--- config.mk ---
export PLATFORM = sky130hd
export DESIGN_NAME = gsm_top
export DESIGN_NICKNAME = d
export VERILOG_FILES = /design/src/hdl/gsm_pkg.sv /design/src/hdl/gsm_pi_if.sv /design/src/hdl/gsm_pi.sv /design/src/hdl/gsm_top.sv
export SDC_FILE = /design/constraint.sdc
export NUM_CORES = 2
export LEC_CHECK = 0
export BUFFER_PORTS_ARGS = -buffer_cell sky130_fd_sc_hd__buf_2
export CAP_MARGIN = 20
export CORE_MARGIN = 1
export CORE_UTILIZATION = 43
export DETAILED_ROUTE_END_ITERATION = 16
export RECOVER_POWER = 50
export SLEW_MARGIN = 20
export SYNTH_ARGS = -nofsm -noshare
export SYNTH_HDL_FRONTEND = slang
export SYNTH_HIERARCHICAL = 1
export SYNTH_SLANG_ARGS = --single-unit
--- constraint.sdc ---
create_clock -name clock_i -period 12.63 [get_ports clock_i]
set_input_delay 2.526 -clock clock_i [delete_from_list [all_inputs] [get_ports clock_i]]
set_output_delay 2.526 -clock clock_i [all_outputs]
set_load 0.01 [all_outputs]
--- src/hdl/gsm_pkg.sv ---
// Functional notes
// - Off mode: no automatic bias, no close action
// - Off when switch not auto, cmd off, closed
// - Off mode: manual raise/lower move both biases
// - Run needs auto; manual switches ignored
// - Run: hold biases during close pulse
// - Run: close pulse ends on time or aux
// - Check: match only, never close, needs auto
// - Permissive: close when in limits, manual allowed
// - No voltage matching: no automatic voltage bias
// - Dead bus below range threshold 27/40/80 V
// - Dead close: bus aux open, enabled, dead
// - Speed correction from PI, separate gains
// - Slip type: regulate to slip within window
// - Close only inside phase match window or on a dead bus
// - Phase type: slip limits speed difference
// - Phase type: correct only outside window
// - Phase error from generator and bus phase A
// - Voltage bias into window, then hold steady
// - Match in check/run; permissive only checks
// - Voltage bias limit without match raises alarm
// - Voltage matching withholds close outside window
// - Close ahead of zero from slip and delay
// - Most recent mode command source wins
// - Sync type phase, slip or off
package gsm_pkg;

  typedef enum logic [1:0] {
    GSM_OFF   = 2'b00,
    GSM_CHECK = 2'b01,
    GSM_PERM  = 2'b10,
    GSM_RUN   = 2'b11
  } gsm_mode_t;

  typedef enum logic [1:0] {
    GSM_ST_OFF   = 2'b00,
    GSM_ST_PHASE = 2'b01,
    GSM_ST_SLIP  = 2'b10
  } gsm_stype_t;

  // ==========================================================
  // Register map, byte addresses
  localparam logic [4:0]  GSM_REG_CTRL = 5'h00;
  localparam logic [4:0]  GSM_REG_GAIN = 5'h04;
  localparam logic [4:0]  GSM_REG_SLIP = 5'h08;
  localparam logic [4:0]  GSM_REG_WIN  = 5'h0c;
  localparam logic [4:0]  GSM_REG_TIME = 5'h10;
  localparam logic [4:0]  GSM_REG_STAT = 5'h14;
  localparam int          GSM_CTRL_MODE  = 0;
  localparam int          GSM_CTRL_STYPE = 2;
  localparam int          GSM_CTRL_VM    = 4;
  localparam int          GSM_CTRL_DB    = 5;
  localparam int          GSM_CTRL_RNG   = 6;
  localparam logic [31:0] GSM_CTRL_RST = 32'h0000_0000;
  localparam logic [31:0] GSM_GAIN_RST = 32'h0000_0404;
  localparam logic [31:0] GSM_SLIP_RST = 32'h0020_0010;
  localparam logic [31:0] GSM_WIN_RST  = 32'h0020_0100;
  localparam logic [31:0] GSM_TIME_RST = 32'h0010_0020;

  // ==========================================================
  // Pin vector positions
  localparam int GSM_PIN_AUTO = 0;
  localparam int GSM_PIN_SUP  = 1;
  localparam int GSM_PIN_SDN  = 2;
  localparam int GSM_PIN_VUP  = 3;
  localparam int GSM_PIN_VDN  = 4;
  localparam int GSM_PIN_GAUX = 5;
  localparam int GSM_PIN_BAUX = 6;
  localparam int GSM_PINS     = 7;

  // ==========================================================
  // Dead bus thresholds in volts L-N per range
  localparam logic [15:0] GSM_DEAD_LO  = 16'h001b;
  localparam logic [15:0] GSM_DEAD_MID = 16'h0028;
  localparam logic [15:0] GSM_DEAD_HI  = 16'h0050;

  // ==========================================================
  // Timing and scaling
  localparam int                 GSM_CLK_MHZ     = 200;
  localparam int                 GSM_CTRL_NS     = 1000;
  localparam int                 GSM_CTRL_CYC    = GSM_CTRL_NS * GSM_CLK_MHZ / 1000;
  localparam int                 GSM_LEAD_SHIFT  = 8;
  localparam int                 GSM_P_SHIFT     = 4;
  localparam int                 GSM_I_SHIFT     = 8;
  localparam logic [15:0]        GSM_MAN_STEP    = 16'h0010;
  localparam logic [15:0]        GSM_VOLT_STEP   = 16'h0004;
  localparam logic signed [15:0] GSM_BIAS_MAX    = 16'sh7f00;
  localparam logic signed [15:0] GSM_BIAS_MIN    = -16'sh7f00;

  function automatic logic signed [15:0] gsm_sat16(input logic signed [25:0] v);
    if (v > 26'(GSM_BIAS_MAX)) begin
      return GSM_BIAS_MAX;
    end else if (v < 26'(GSM_BIAS_MIN)) begin
      return GSM_BIAS_MIN;
    end
    return v[15:0];
  endfunction

  function automatic logic [17:0] gsm_abs(input logic signed [17:0] v);
    return v[17] ? 18'(-v) : 18'(v);
  endfunction

  // Manual or stepwise bias move, saturating at the limits
  function automatic logic signed [15:0] gsm_nudge(input logic signed [15:0] b,
                                                   input logic up, input logic dn,
                                                   input logic [15:0] st);
    logic signed [25:0] s;
    s = 26'(b);
    if (up && !dn) begin
      s = s + 26'(st);
    end else if (dn && !up) begin
      s = s - 26'(st);
    end
    return gsm_sat16(s);
  endfunction

endpackage

--- src/hdl/gsm_pi_if.sv ---
`timescale 1ns/100ps
// ============================================================
// Speed loop carrier between the mode logic and the PI stage
interface gsm_pi_if;
  import gsm_pkg::*;
  logic signed [15:0] err;
  logic        [7:0]  kp;
  logic        [7:0]  ki;
  logic               tick;
  logic               hold;
  logic               clr;
  logic signed [15:0] bias;
  modport ctl (output err, kp, ki, tick, hold, clr, input bias);
  modport pi  (input err, kp, ki, tick, hold, clr, output bias);
endinterface

--- src/hdl/gsm_pi.sv ---
`timescale 1ns/100ps
// ============================================================
// PI speed controller, updated once per control tick
module gsm_pi (
  // Clock and reset
  input wire logic clock_i,
  input wire logic reset_n_i,
  // Loop
  gsm_pi_if.pi     pif
);
  import gsm_pkg::*;

  typedef struct packed {
    logic signed [23:0] integ;
    logic signed [15:0] bias;
  } gsm_pi_st_t;

  gsm_pi_st_t s_q, s_d;
  logic signed [25:0] ki_term;
  logic signed [25:0] kp_term;
  logic signed [25:0] isum;

  assign ki_term = 26'(pif.err * $signed({1'b0, pif.ki}));
  assign kp_term = 26'(pif.err * $signed({1'b0, pif.kp}));
  assign isum    = 26'(s_q.integ) + ki_term;

  always_comb begin
    s_d = s_q;
    if (pif.clr) begin
      s_d = '0;
    end else if (pif.tick && !pif.hold) begin
      // Integrator clamps instead of wrapping so a long error cannot flip sign
      if (isum > 26'sh07f_ffff) begin
        s_d.integ = 24'sh7f_ffff;
      end else if (isum < -26'sh080_0000) begin
        s_d.integ = -24'sh80_0000;
      end else begin
        s_d.integ = isum[23:0];
      end
      s_d.bias = gsm_sat16((kp_term >>> GSM_P_SHIFT) +
                           (26'(s_q.integ) >>> GSM_I_SHIFT));
    end
  end

  always_ff @(posedge clock_i or negedge reset_n_i) begin
    if (!reset_n_i) begin
      s_q <= '0;
    end else begin
      s_q <= s_d;
    end
  end

  assign pif.bias = s_q.bias;

endmodule // gsm_pi

--- src/hdl/gsm_top.sv ---
// Implementation choices: the register addresses and the Avalon-MM slave port.
`timescale 1ns/100ps
// ============================================================
// Generator synchronizer: mode, sync-check and bias logic
module gsm_top #(
  parameter int CTRL_CYC = gsm_pkg::GSM_CTRL_CYC
) (
  // Clock and reset
  input  wire logic               clock_i,
  input  wire logic               reset_n_i,
  // Avalon-MM slave
  input  wire logic [4:0]         avs_address_i,
  input  wire logic               avs_read_i,
  input  wire logic               avs_write_i,
  input  wire logic [3:0]         avs_byteenable_i,
  input  wire logic [31:0]        avs_writedata_i,
  output logic      [31:0]        avs_readdata_o,
  output logic                    avs_waitrequest_o,
  // Panel mode command
  input  wire logic               panel_mode_wr_i,
  input  wire gsm_pkg::gsm_mode_t panel_mode_i,
  // Switches and breaker contacts (asynchronous pins)
  input  wire logic               auto_sw_i,
  input  wire logic               spd_raise_i,
  input  wire logic               spd_lower_i,
  input  wire logic               volt_raise_i,
  input  wire logic               volt_lower_i,
  input  wire logic               gen_aux_i,
  input  wire logic               bus_aux_i,
  // Measurements
  input  wire logic signed [15:0] gen_phase_i,
  input  wire logic signed [15:0] bus_phase_i,
  input  wire logic signed [15:0] slip_i,
  input  wire logic [15:0]        gen_volt_i,
  input  wire logic [15:0]        bus_volt_i,
  // Outputs
  output logic signed [15:0]      spd_bias_o,
  output logic signed [15:0]      volt_bias_o,
  output logic                    close_o,
  output logic                    dead_bus_o,
  output logic                    volt_alarm_o,
  output gsm_pkg::gsm_mode_t      mode_o
);
  import gsm_pkg::*;

  if (CTRL_CYC < 2 || CTRL_CYC > 65535) begin : g_chk
    $error("gsm_top: CTRL_CYC out of range");
  end

  localparam logic [15:0] DIV_TOP = 16'(CTRL_CYC - 1);

  typedef struct packed {
    logic [GSM_PINS-1:0] pin_s1;
    logic [GSM_PINS-1:0] pin_s2;
    logic [GSM_PINS-1:0] smp;
    logic [15:0]         div;
    logic                waitreq;
    logic [31:0]         rdata;
    gsm_mode_t           cmd;
    logic [31:0]         ctrl;
    logic [31:0]         gain;
    logic [31:0]         slip;
    logic [31:0]         win;
    logic [31:0]         tim;
    gsm_mode_t           mode;
    logic                lock;
    logic                close;
    logic [15:0]         ccnt;
    logic signed [15:0]  sbias;
    logic signed [15:0]  vbias;
    logic                dead;
    logic                valarm;
  } gsm_st_t;

  gsm_st_t s_q, s_d;
  gsm_pi_if pif ();

  gsm_pi u_pi (
    .clock_i   (clock_i),
    .reset_n_i (reset_n_i),
    .pif       (pif)
  );

  // ==========================================================
  // Configuration fields
  gsm_stype_t         stype;
  logic               vm_en;
  logic               db_en;
  logic [1:0]         rng;
  logic [15:0]        slipf;
  logic [15:0]        slipw;
  logic [15:0]        phw;
  logic [15:0]        vwin;
  logic [15:0]        cpulse;
  logic [15:0]        bdelay;

  assign stype  = gsm_stype_t'(s_q.ctrl[GSM_CTRL_STYPE +: 2]);
  assign vm_en  = s_q.ctrl[GSM_CTRL_VM];
  assign db_en  = s_q.ctrl[GSM_CTRL_DB];
  assign rng    = s_q.ctrl[GSM_CTRL_RNG +: 2];
  assign slipf  = s_q.slip[15:0];
  assign slipw  = s_q.slip[31:16];
  assign phw    = s_q.win[15:0];
  assign vwin   = s_q.win[31:16];
  assign cpulse = s_q.tim[15:0];
  assign bdelay = s_q.tim[31:16];

  // ==========================================================
  // Sync-check arithmetic
  logic [GSM_PINS-1:0] pins;
  logic signed [17:0]  ph;
  logic signed [32:0]  lead_full;
  logic signed [17:0]  pred;
  logic signed [17:0]  vdiff;
  logic signed [17:0]  sdev;
  logic                phase_in;
  logic                pred_in;
  logic                freq_ok;
  logic                volt_in;
  logic                v_ok;
  logic [15:0]         dead_thr;
  logic                dead_now;
  logic                dead_ok;
  logic                sync_ok;
  logic                tick;

  assign pins = {bus_aux_i, gen_aux_i, volt_lower_i, volt_raise_i,
                 spd_lower_i, spd_raise_i, auto_sw_i};
  assign tick = (s_q.div == '0);

  assign ph        = 18'(gen_phase_i) - 18'(bus_phase_i);
  assign phase_in  = gsm_abs(ph) <= {2'b00, phw};
  assign lead_full = slip_i * $signed({1'b0, bdelay});
  assign pred      = ph + lead_full[GSM_LEAD_SHIFT +: 18];
  // Prediction is also bounded by the window, so a large lead cannot widen it
  assign pred_in   = gsm_abs(pred) <= {2'b00, phw};
  assign sdev      = 18'(slip_i) - 18'($signed({1'b0, slipf}));
  assign freq_ok   = (stype == GSM_ST_SLIP) ? (gsm_abs(sdev) <= {2'b00, slipw})
                                            : (gsm_abs(18'(slip_i)) <= {2'b00, slipf});
  assign vdiff     = $signed({2'b00, gen_volt_i}) - $signed({2'b00, bus_volt_i});
  assign volt_in   = gsm_abs(vdiff) <= {2'b00, vwin};
  assign v_ok      = !vm_en || volt_in;

  always_comb begin
    unique case (rng)
      2'b00:   dead_thr = GSM_DEAD_LO;
      2'b01:   dead_thr = GSM_DEAD_MID;
      default: dead_thr = GSM_DEAD_HI;
    endcase
  end

  assign dead_now = bus_volt_i < dead_thr;
  assign dead_ok  = !s_q.pin_s2[GSM_PIN_BAUX] && db_en && dead_now;
  assign sync_ok  = dead_ok || (phase_in && pred_in && freq_ok && v_ok);

  // ==========================================================
  // Speed loop drive
  logic signed [17:0] perr;
  assign perr = -ph;
  always_comb begin
    pif.err = '0;
    if (stype == GSM_ST_SLIP) begin
      pif.err = gsm_sat16(26'(-sdev));
    end else if (!phase_in) begin
      pif.err = gsm_sat16(26'(perr));
    end
  end
  assign pif.kp   = s_q.gain[7:0];
  assign pif.ki   = s_q.gain[15:8];
  assign pif.tick = tick;
  assign pif.hold = s_q.close;
  assign pif.clr  = !(s_q.mode inside {GSM_CHECK, GSM_RUN});

  // ==========================================================
  // Register bus helpers
  function automatic logic [31:0] be_merge(input logic [31:0] o, input logic [31:0] n,
                                           input logic [3:0] be);
    logic [31:0] r;
    r = o;
    for (int i = 0; i < 4; i++) begin
      if (be[i]) begin
        r[i*8 +: 8] = n[i*8 +: 8];
      end
    end
    return r;
  endfunction

  logic        bus_hit;
  logic [31:0] rd_mux;
  logic [31:0] stat;

  assign bus_hit = (avs_read_i || avs_write_i) && s_q.waitreq;
  assign stat    = {16'h0000, 9'h000, phase_in, s_q.lock, s_q.valarm,
                    s_q.dead, s_q.close, s_q.mode};

  always_comb begin
    unique case (avs_address_i)
      GSM_REG_CTRL: rd_mux = s_q.ctrl;
      GSM_REG_GAIN: rd_mux = s_q.gain;
      GSM_REG_SLIP: rd_mux = s_q.slip;
      GSM_REG_WIN:  rd_mux = s_q.win;
      GSM_REG_TIME: rd_mux = s_q.tim;
      GSM_REG_STAT: rd_mux = stat;
      default:      rd_mux = 32'h0000_0000;
    endcase
  end

  // ==========================================================
  // Next state
  logic      cmd_new;
  gsm_mode_t mode_n;
  logic      auto_n;
  logic      gaux_n;
  logic      end_close;

  always_comb begin
    s_d       = s_q;
    cmd_new   = 1'b0;
    mode_n    = s_q.mode;
    auto_n    = s_q.pin_s2[GSM_PIN_AUTO];
    gaux_n    = s_q.pin_s2[GSM_PIN_GAUX];
    end_close = 1'b0;
    s_d.pin_s1  = pins;
    s_d.pin_s2  = s_q.pin_s1;
    s_d.div     = tick ? DIV_TOP : 16'(s_q.div - 16'h0001);
    s_d.waitreq = !bus_hit;
    if (bus_hit && avs_read_i) begin
      s_d.rdata = rd_mux;
    end
    // Panel goes first so a bus write in the same cycle counts as later
    if (panel_mode_wr_i) begin
      s_d.cmd = panel_mode_i;
      cmd_new = 1'b1;
    end
    if (bus_hit && avs_write_i) begin
      unique case (avs_address_i)
        GSM_REG_CTRL: begin
          s_d.ctrl = be_merge(s_q.ctrl, avs_writedata_i, avs_byteenable_i);
          if (avs_byteenable_i[0]) begin
            s_d.cmd = gsm_mode_t'(avs_writedata_i[GSM_CTRL_MODE +: 2]);
            cmd_new = 1'b1;
          end
        end
        GSM_REG_GAIN: s_d.gain = be_merge(s_q.gain, avs_writedata_i, avs_byteenable_i);
        GSM_REG_SLIP: s_d.slip = be_merge(s_q.slip, avs_writedata_i, avs_byteenable_i);
        GSM_REG_WIN:  s_d.win  = be_merge(s_q.win, avs_writedata_i, avs_byteenable_i);
        GSM_REG_TIME: s_d.tim  = be_merge(s_q.tim, avs_writedata_i, avs_byteenable_i);
        default: ;
      endcase
    end
    s_d.ctrl[GSM_CTRL_MODE +: 2] = s_d.cmd;
    // A lockout after a successful close clears only on a new command or auto loss
    if (cmd_new || !auto_n) begin
      s_d.lock = 1'b0;
    end
    if (tick) begin
      s_d.smp  = s_q.pin_s2;
      s_d.dead = dead_now;
      if (!auto_n || s_q.cmd == GSM_OFF || stype == GSM_ST_OFF ||
          stype == 2'b11 || s_d.lock) begin
        mode_n = GSM_OFF;
      end else begin
        mode_n = s_q.cmd;
      end
      // Close pulse countdown and self switch-off
      if (s_q.close) begin
        end_close = (s_q.ccnt <= 16'h0001) || gaux_n;
        s_d.ccnt  = 16'(s_q.ccnt - 16'h0001);
        if (end_close) begin
          s_d.close = 1'b0;
          if (s_q.mode == GSM_RUN || gaux_n) begin
            s_d.lock = 1'b1;
            mode_n   = GSM_OFF;
          end
        end
      end else if ((mode_n == GSM_PERM || mode_n == GSM_RUN) && sync_ok && !gaux_n &&
                   cpulse != 16'h0000) begin
        s_d.close = 1'b1;
        s_d.ccnt  = cpulse;
      end
      // Speed bias
      if (mode_n == GSM_OFF || mode_n == GSM_PERM) begin
        s_d.sbias = gsm_nudge(s_q.sbias, s_q.pin_s2[GSM_PIN_SUP],
                              s_q.pin_s2[GSM_PIN_SDN], GSM_MAN_STEP);
      end
      // Voltage bias: manual in off and permissive, stepwise toward window in check/run when matching is on
      if (mode_n == GSM_OFF || mode_n == GSM_PERM) begin
        s_d.vbias  = gsm_nudge(s_q.vbias, s_q.pin_s2[GSM_PIN_VUP],
                               s_q.pin_s2[GSM_PIN_VDN], GSM_VOLT_STEP);
        s_d.valarm = 1'b0;
      end else if (vm_en && !s_q.close) begin
        if (!volt_in) begin
          s_d.vbias = gsm_nudge(s_q.vbias, vdiff < 0, vdiff > 0, GSM_VOLT_STEP);
        end
        s_d.valarm = !volt_in && (s_q.vbias == GSM_BIAS_MAX ||
                                  s_q.vbias == GSM_BIAS_MIN);
      end
    end
    if (mode_n != GSM_PERM && mode_n != GSM_RUN) begin
      s_d.close = 1'b0;
    end
    if ((mode_n == GSM_CHECK || mode_n == GSM_RUN) && !s_q.close && !s_d.close) begin
      s_d.sbias = pif.bias;
    end
    s_d.mode = mode_n;
  end

  always_ff @(posedge clock_i or negedge reset_n_i) begin
    if (!reset_n_i) begin
      s_q         <= '0;
      s_q.waitreq <= 1'b1;
      s_q.ctrl    <= GSM_CTRL_RST;
      s_q.gain    <= GSM_GAIN_RST;
      s_q.slip    <= GSM_SLIP_RST;
      s_q.win     <= GSM_WIN_RST;
      s_q.tim     <= GSM_TIME_RST;
      s_q.cmd     <= GSM_OFF;
      s_q.mode    <= GSM_OFF;
    end else begin
      s_q <= s_d;
    end
  end

  assign avs_readdata_o    = s_q.rdata;
  assign avs_waitrequest_o = s_q.waitreq;
  assign spd_bias_o        = s_q.sbias;
  assign volt_bias_o       = s_q.vbias;
  assign close_o           = s_q.close;
  assign dead_bus_o        = s_q.dead;
  assign volt_alarm_o      = s_q.valarm;
  assign mode_o            = s_q.mode;
endmodule // gsm_top

==> key figures <==
Outcome
  – Status: finished with violations
  – Failing checks: max-capacitance violations, max-slew violations, negative setup slack

Logic synthesis
  – Sequential area share after synthesis: 18.09%
  – Largest family of logic cells by synthesized area: adder cells
  – Largest cells by area after synthesis: fa_1, dfrtp_1, ha_1
  – Synth Register Bits: 317
  – Synth Area in Simple Gates: 17.63%
  – Count of cell types in the netlist: 120
  – FFs w/ async S/R, synth: 100.0%
  – Synth Area in XOR/XNOR: 5.174%
  – Ys flop type: dfrtp_1
  – Post-Synthesis Cells: 5,063
  – Synth area leader: fa_1
  – Synth Area in Compound Gates: 15.62%
  – Synth top area share: 18.83%
  – Mux share of post-synthesis cell area: 4.308%
  – Ys Warns: 6
  – Netlist Area Pre-Place: 43,910 µm²
  – Post-synth EDFFs: 0
  – Adder-cell area share of the yosys netlist: 29.65%
  – Syn nets: 5,991
  – Mean Syn Cell Area: 8.673 µm²

Die
  – Total core area: 100,600 µm²
  – Die width: 321.6 µm
  – Die area: 103,400 µm²
  – I/O pin total: 205
  – Die Ht: 321.6 µm
  – Initial Util: 43.66%
  – Placement row count: 116

STA
  – Number of setup violations in the final report: 15
  – Min Tclk post-route: 12.87 ns
  – Slew @ Worst Pin: 6.419 ns
  – Fmax achieved: 77.72 MHz
  – Final WS setup: -0.2364 ns
  – Max-slew headroom: -327.9%
  – WHS: 0.3484 ns
  – Final Slew Violations: 398
  – RSZ-0062 raised after global routing: yes
  – Fin crit share: 101.9%
  – Final hold violation count: 0
  – Sum of negative setup slack: -2.599 ns
  – Post-Route Skew: 0.03778 ns

Cells and area
  – Final design utilization: 52.49%
  – Layout fillers: 9,546
  – Layout cells sized above 1: 22.62%
  – Nets@finish: 6,599
  – Fin cells: 7,064
  – Area Overhead vs Synth: 20.23%

Clock tree
  – CTS Buf Count: 40
  – TritonCTS Sinks: 317
  – Clock buffer depth: 3
  – Worst skew pair latency: 0.61 ns
  – H-tree levels: 2
  – CTS tree: done
  – Root Driver: clkbuf_16
  – Clock transition at the registers of the reported paths: 0.06 ns
  – # hold bufs at CTS: 0

Worst setup path
  – Worst setup SP type: input port
  – Critical Path RT: 13.12 ns
  – Crit path largest cell delay: 0.53 ns
  – Arr. time, crit path: 13.36 ns
  – Critical path capture point type: register
  – CP max-delay cell: fa_1
  – Most used cell, CP: fa_1
  – Worst-path fanout max: 6
  – Crit path kind: in -> reg

Global route
  – Pin count of the biggest net entering global routing: 117
  – Vias in the first global route: 37,660
  – First-pass GRT wire length: 204,700 µm
  – Initial antenna violation count: 9
  – GRT overflow: 0
  – Total GRT Usage: 24.84%

Placement
  – GP Congestion: 0.9548
  – Post-Place Cells: 6,926
  – Dpl hpwl: 104,000 µm
  – PortBufs: 204

Detailed routing
  – WL per Instance: 18.63 µm
  – DRC viols: 0
  – DR WL met2: 59,090 µm
  – Initial DRC count: 3,298
  – Metal3 WL: 9977 µm
  – Post-Route M1 WL: 59,960 µm
  – DR pass1 iterations: 6
  – Routed vias: 38,650
  – DR top layer: met5
  – Routed wire length: 131,600 µm
  – Final ANT Viol Nets: 0
  – Vias per std cell: 5.472

Power and ir drop
  – Sw Ratio: 45.23%
  – NetSw: 4.666 mW
  – Sequential power share: 11.4%
  – Internal Power: 5.649 mW
  – Gate power share: 76.7%
  – VDD IR max: 0.3785 mV
  – Leakage: 25.97 nW
  – Clock power frac: 12.0%
  – Pwr dens: 195.4 nW/µm²

Run
  – Max-cap violations: 6

Hold path
  – Worst hold path class: reg -> reg
## flip-flops by register name, summed over array words and instances, names as in the netlist, 2 cells and up
register and flops:
volt_bias_o 16, phw 16, pif.ki 8, s_q 131, avs_readdata_o 32, s_d 7
pif.kp 8, u_pi/s_q 24, mode_o 2, spd_bias_o 16, rng 2, bdelay 16
cpulse 16, u_pi/pif.bias 16
## stage by stage
stage | total power, mW | cell area, µm² | setup slack (ns)
6_report | 10.32 | 52800 | -0.2364
2_1_floorplan | 5.795 | 44210 | -0.6438
5_1_grt | 11.30 | 52790 | -0.7131
3_3_place_gp | 8.350 | 49970 | -1.051
4_1_cts | 9.838 | 51800 | -0.2155
3_5_place_dp | 8.448 | 49970 | -1.131
## power by group through the flow
stage | Sequential, mW | Combinational [mW] | Clock (mW)
finish | 1.17 | 7.91 | 1.24
detailed placement | 1.19 | 7.26 | 0
floorplan | 1.13 | 4.67 | 0
global placement | 1.19 | 7.16 | 0
CTS | 1.17 | 7.41 | 1.26
global route | 1.18 | 8.82 | 1.30
## cell families (layout without fill, tap and decap cells)
logic type	after synthesis	in the layout
other	0	5
AOI/OAI and AO/OA	986	988
buffers and inverters	1015	1652
xor gates and xnor gates	257	257
adders and majority gates	793	793
and+or+nand+nor	1526	1526
DFF	317	317
muxes	169	169
## metal layers
layer  GRT usage (%)  up-vias
met5               0        -
met4           4.794       10
met3           5.231      138
met2           38.51     1104
met1           35.61    19100
li1                -    18300
## synthesized netlist by cell type, drive strengths merged (53+ instances only)
cell and number:
clkbuf 176, nand2 480, inv 718, ha 380, dfrtp 308, nand3 92
o21ai 196, nand4 53, a21oi 220, and2 273, mux2 160, xnor2 175
a21o 90, xor2 81, nor2 215, buf 118, fa 413, nor3 110
## final cells by class
type	instances	area, µm²	share of cell area (%)
multi-input cells	3733	32960	62.42
flip-flops and latches	317	7944	15.05
repair buffers	858	6068	11.49
inverters	721	2719	5.150
well taps	1357	1698	3.216
clock buffers	50	1079	2.043
clock inverters	23	321.6	0.6090
diodes	5	12.51	0.02370
## worst paths after layout
kind | from | end | slack, ns | cells past startpoint
max in group asynchronous | reset_n_i | s_q[173] | 2.40 | 2
min | s_d[275] | s_q[275] | 0.35 | 0
max | gen_phase_i[0] | u_pi/pif.bias[13] | -0.24 | 52
min reg2reg | s_d[275] | s_q[275] | 0.35 | 0
min in group asynchronous | reset_n_i | s_q[260] | 4.29 | 1
max reg2reg | bdelay[5] | spd_bias_o[1] | 1.57 | 48
## critical path: cells and delay by family
family,cells,cell delay (ns)
AOI/OAI and AO/OA,17,3.45
xor gates and xnor gates,4,0.66
adders and majority gates,9,3.07
buffers and inverters,8,0.69
and+or+nand+nor,14,2.96
## cell usage in the layout, fill, tap and decap left out, types with 34 or more instances in the layout
cell / n
a21o_1: 90
a21oi_1: 199
a22oi_1: 43
and2_1: 263
and3_1: 39
buf_2: 152
buf_4: 624
clkbuf_1: 60
clkbuf_16: 42
dfrtp_1: 308
fa_1: 406
ha_1: 353
inv_1: 702
mux2_2: 159
nand2_1: 468
nand2b_1: 40
nand3_1: 87
nand4_1: 53
nor2_1: 205
nor2b_1: 39
nor3_1: 102
o211ai_1: 34
o21a_1: 41
o21ai_0: 149
or3_1: 41
xnor2_1: 168
xor2_1: 78
## repair_timing
| item | in CTS | in global routing |
|---|---|---|
| buffers inserted | 21 | 41 |
| setup endpoints to repair | 18 | 72 |
| cloned | 1 | 5 |
| pin swaps | 64 | 153 |
| resized for setup | 52 | 162 |
(Power assumes the default switching activity.)
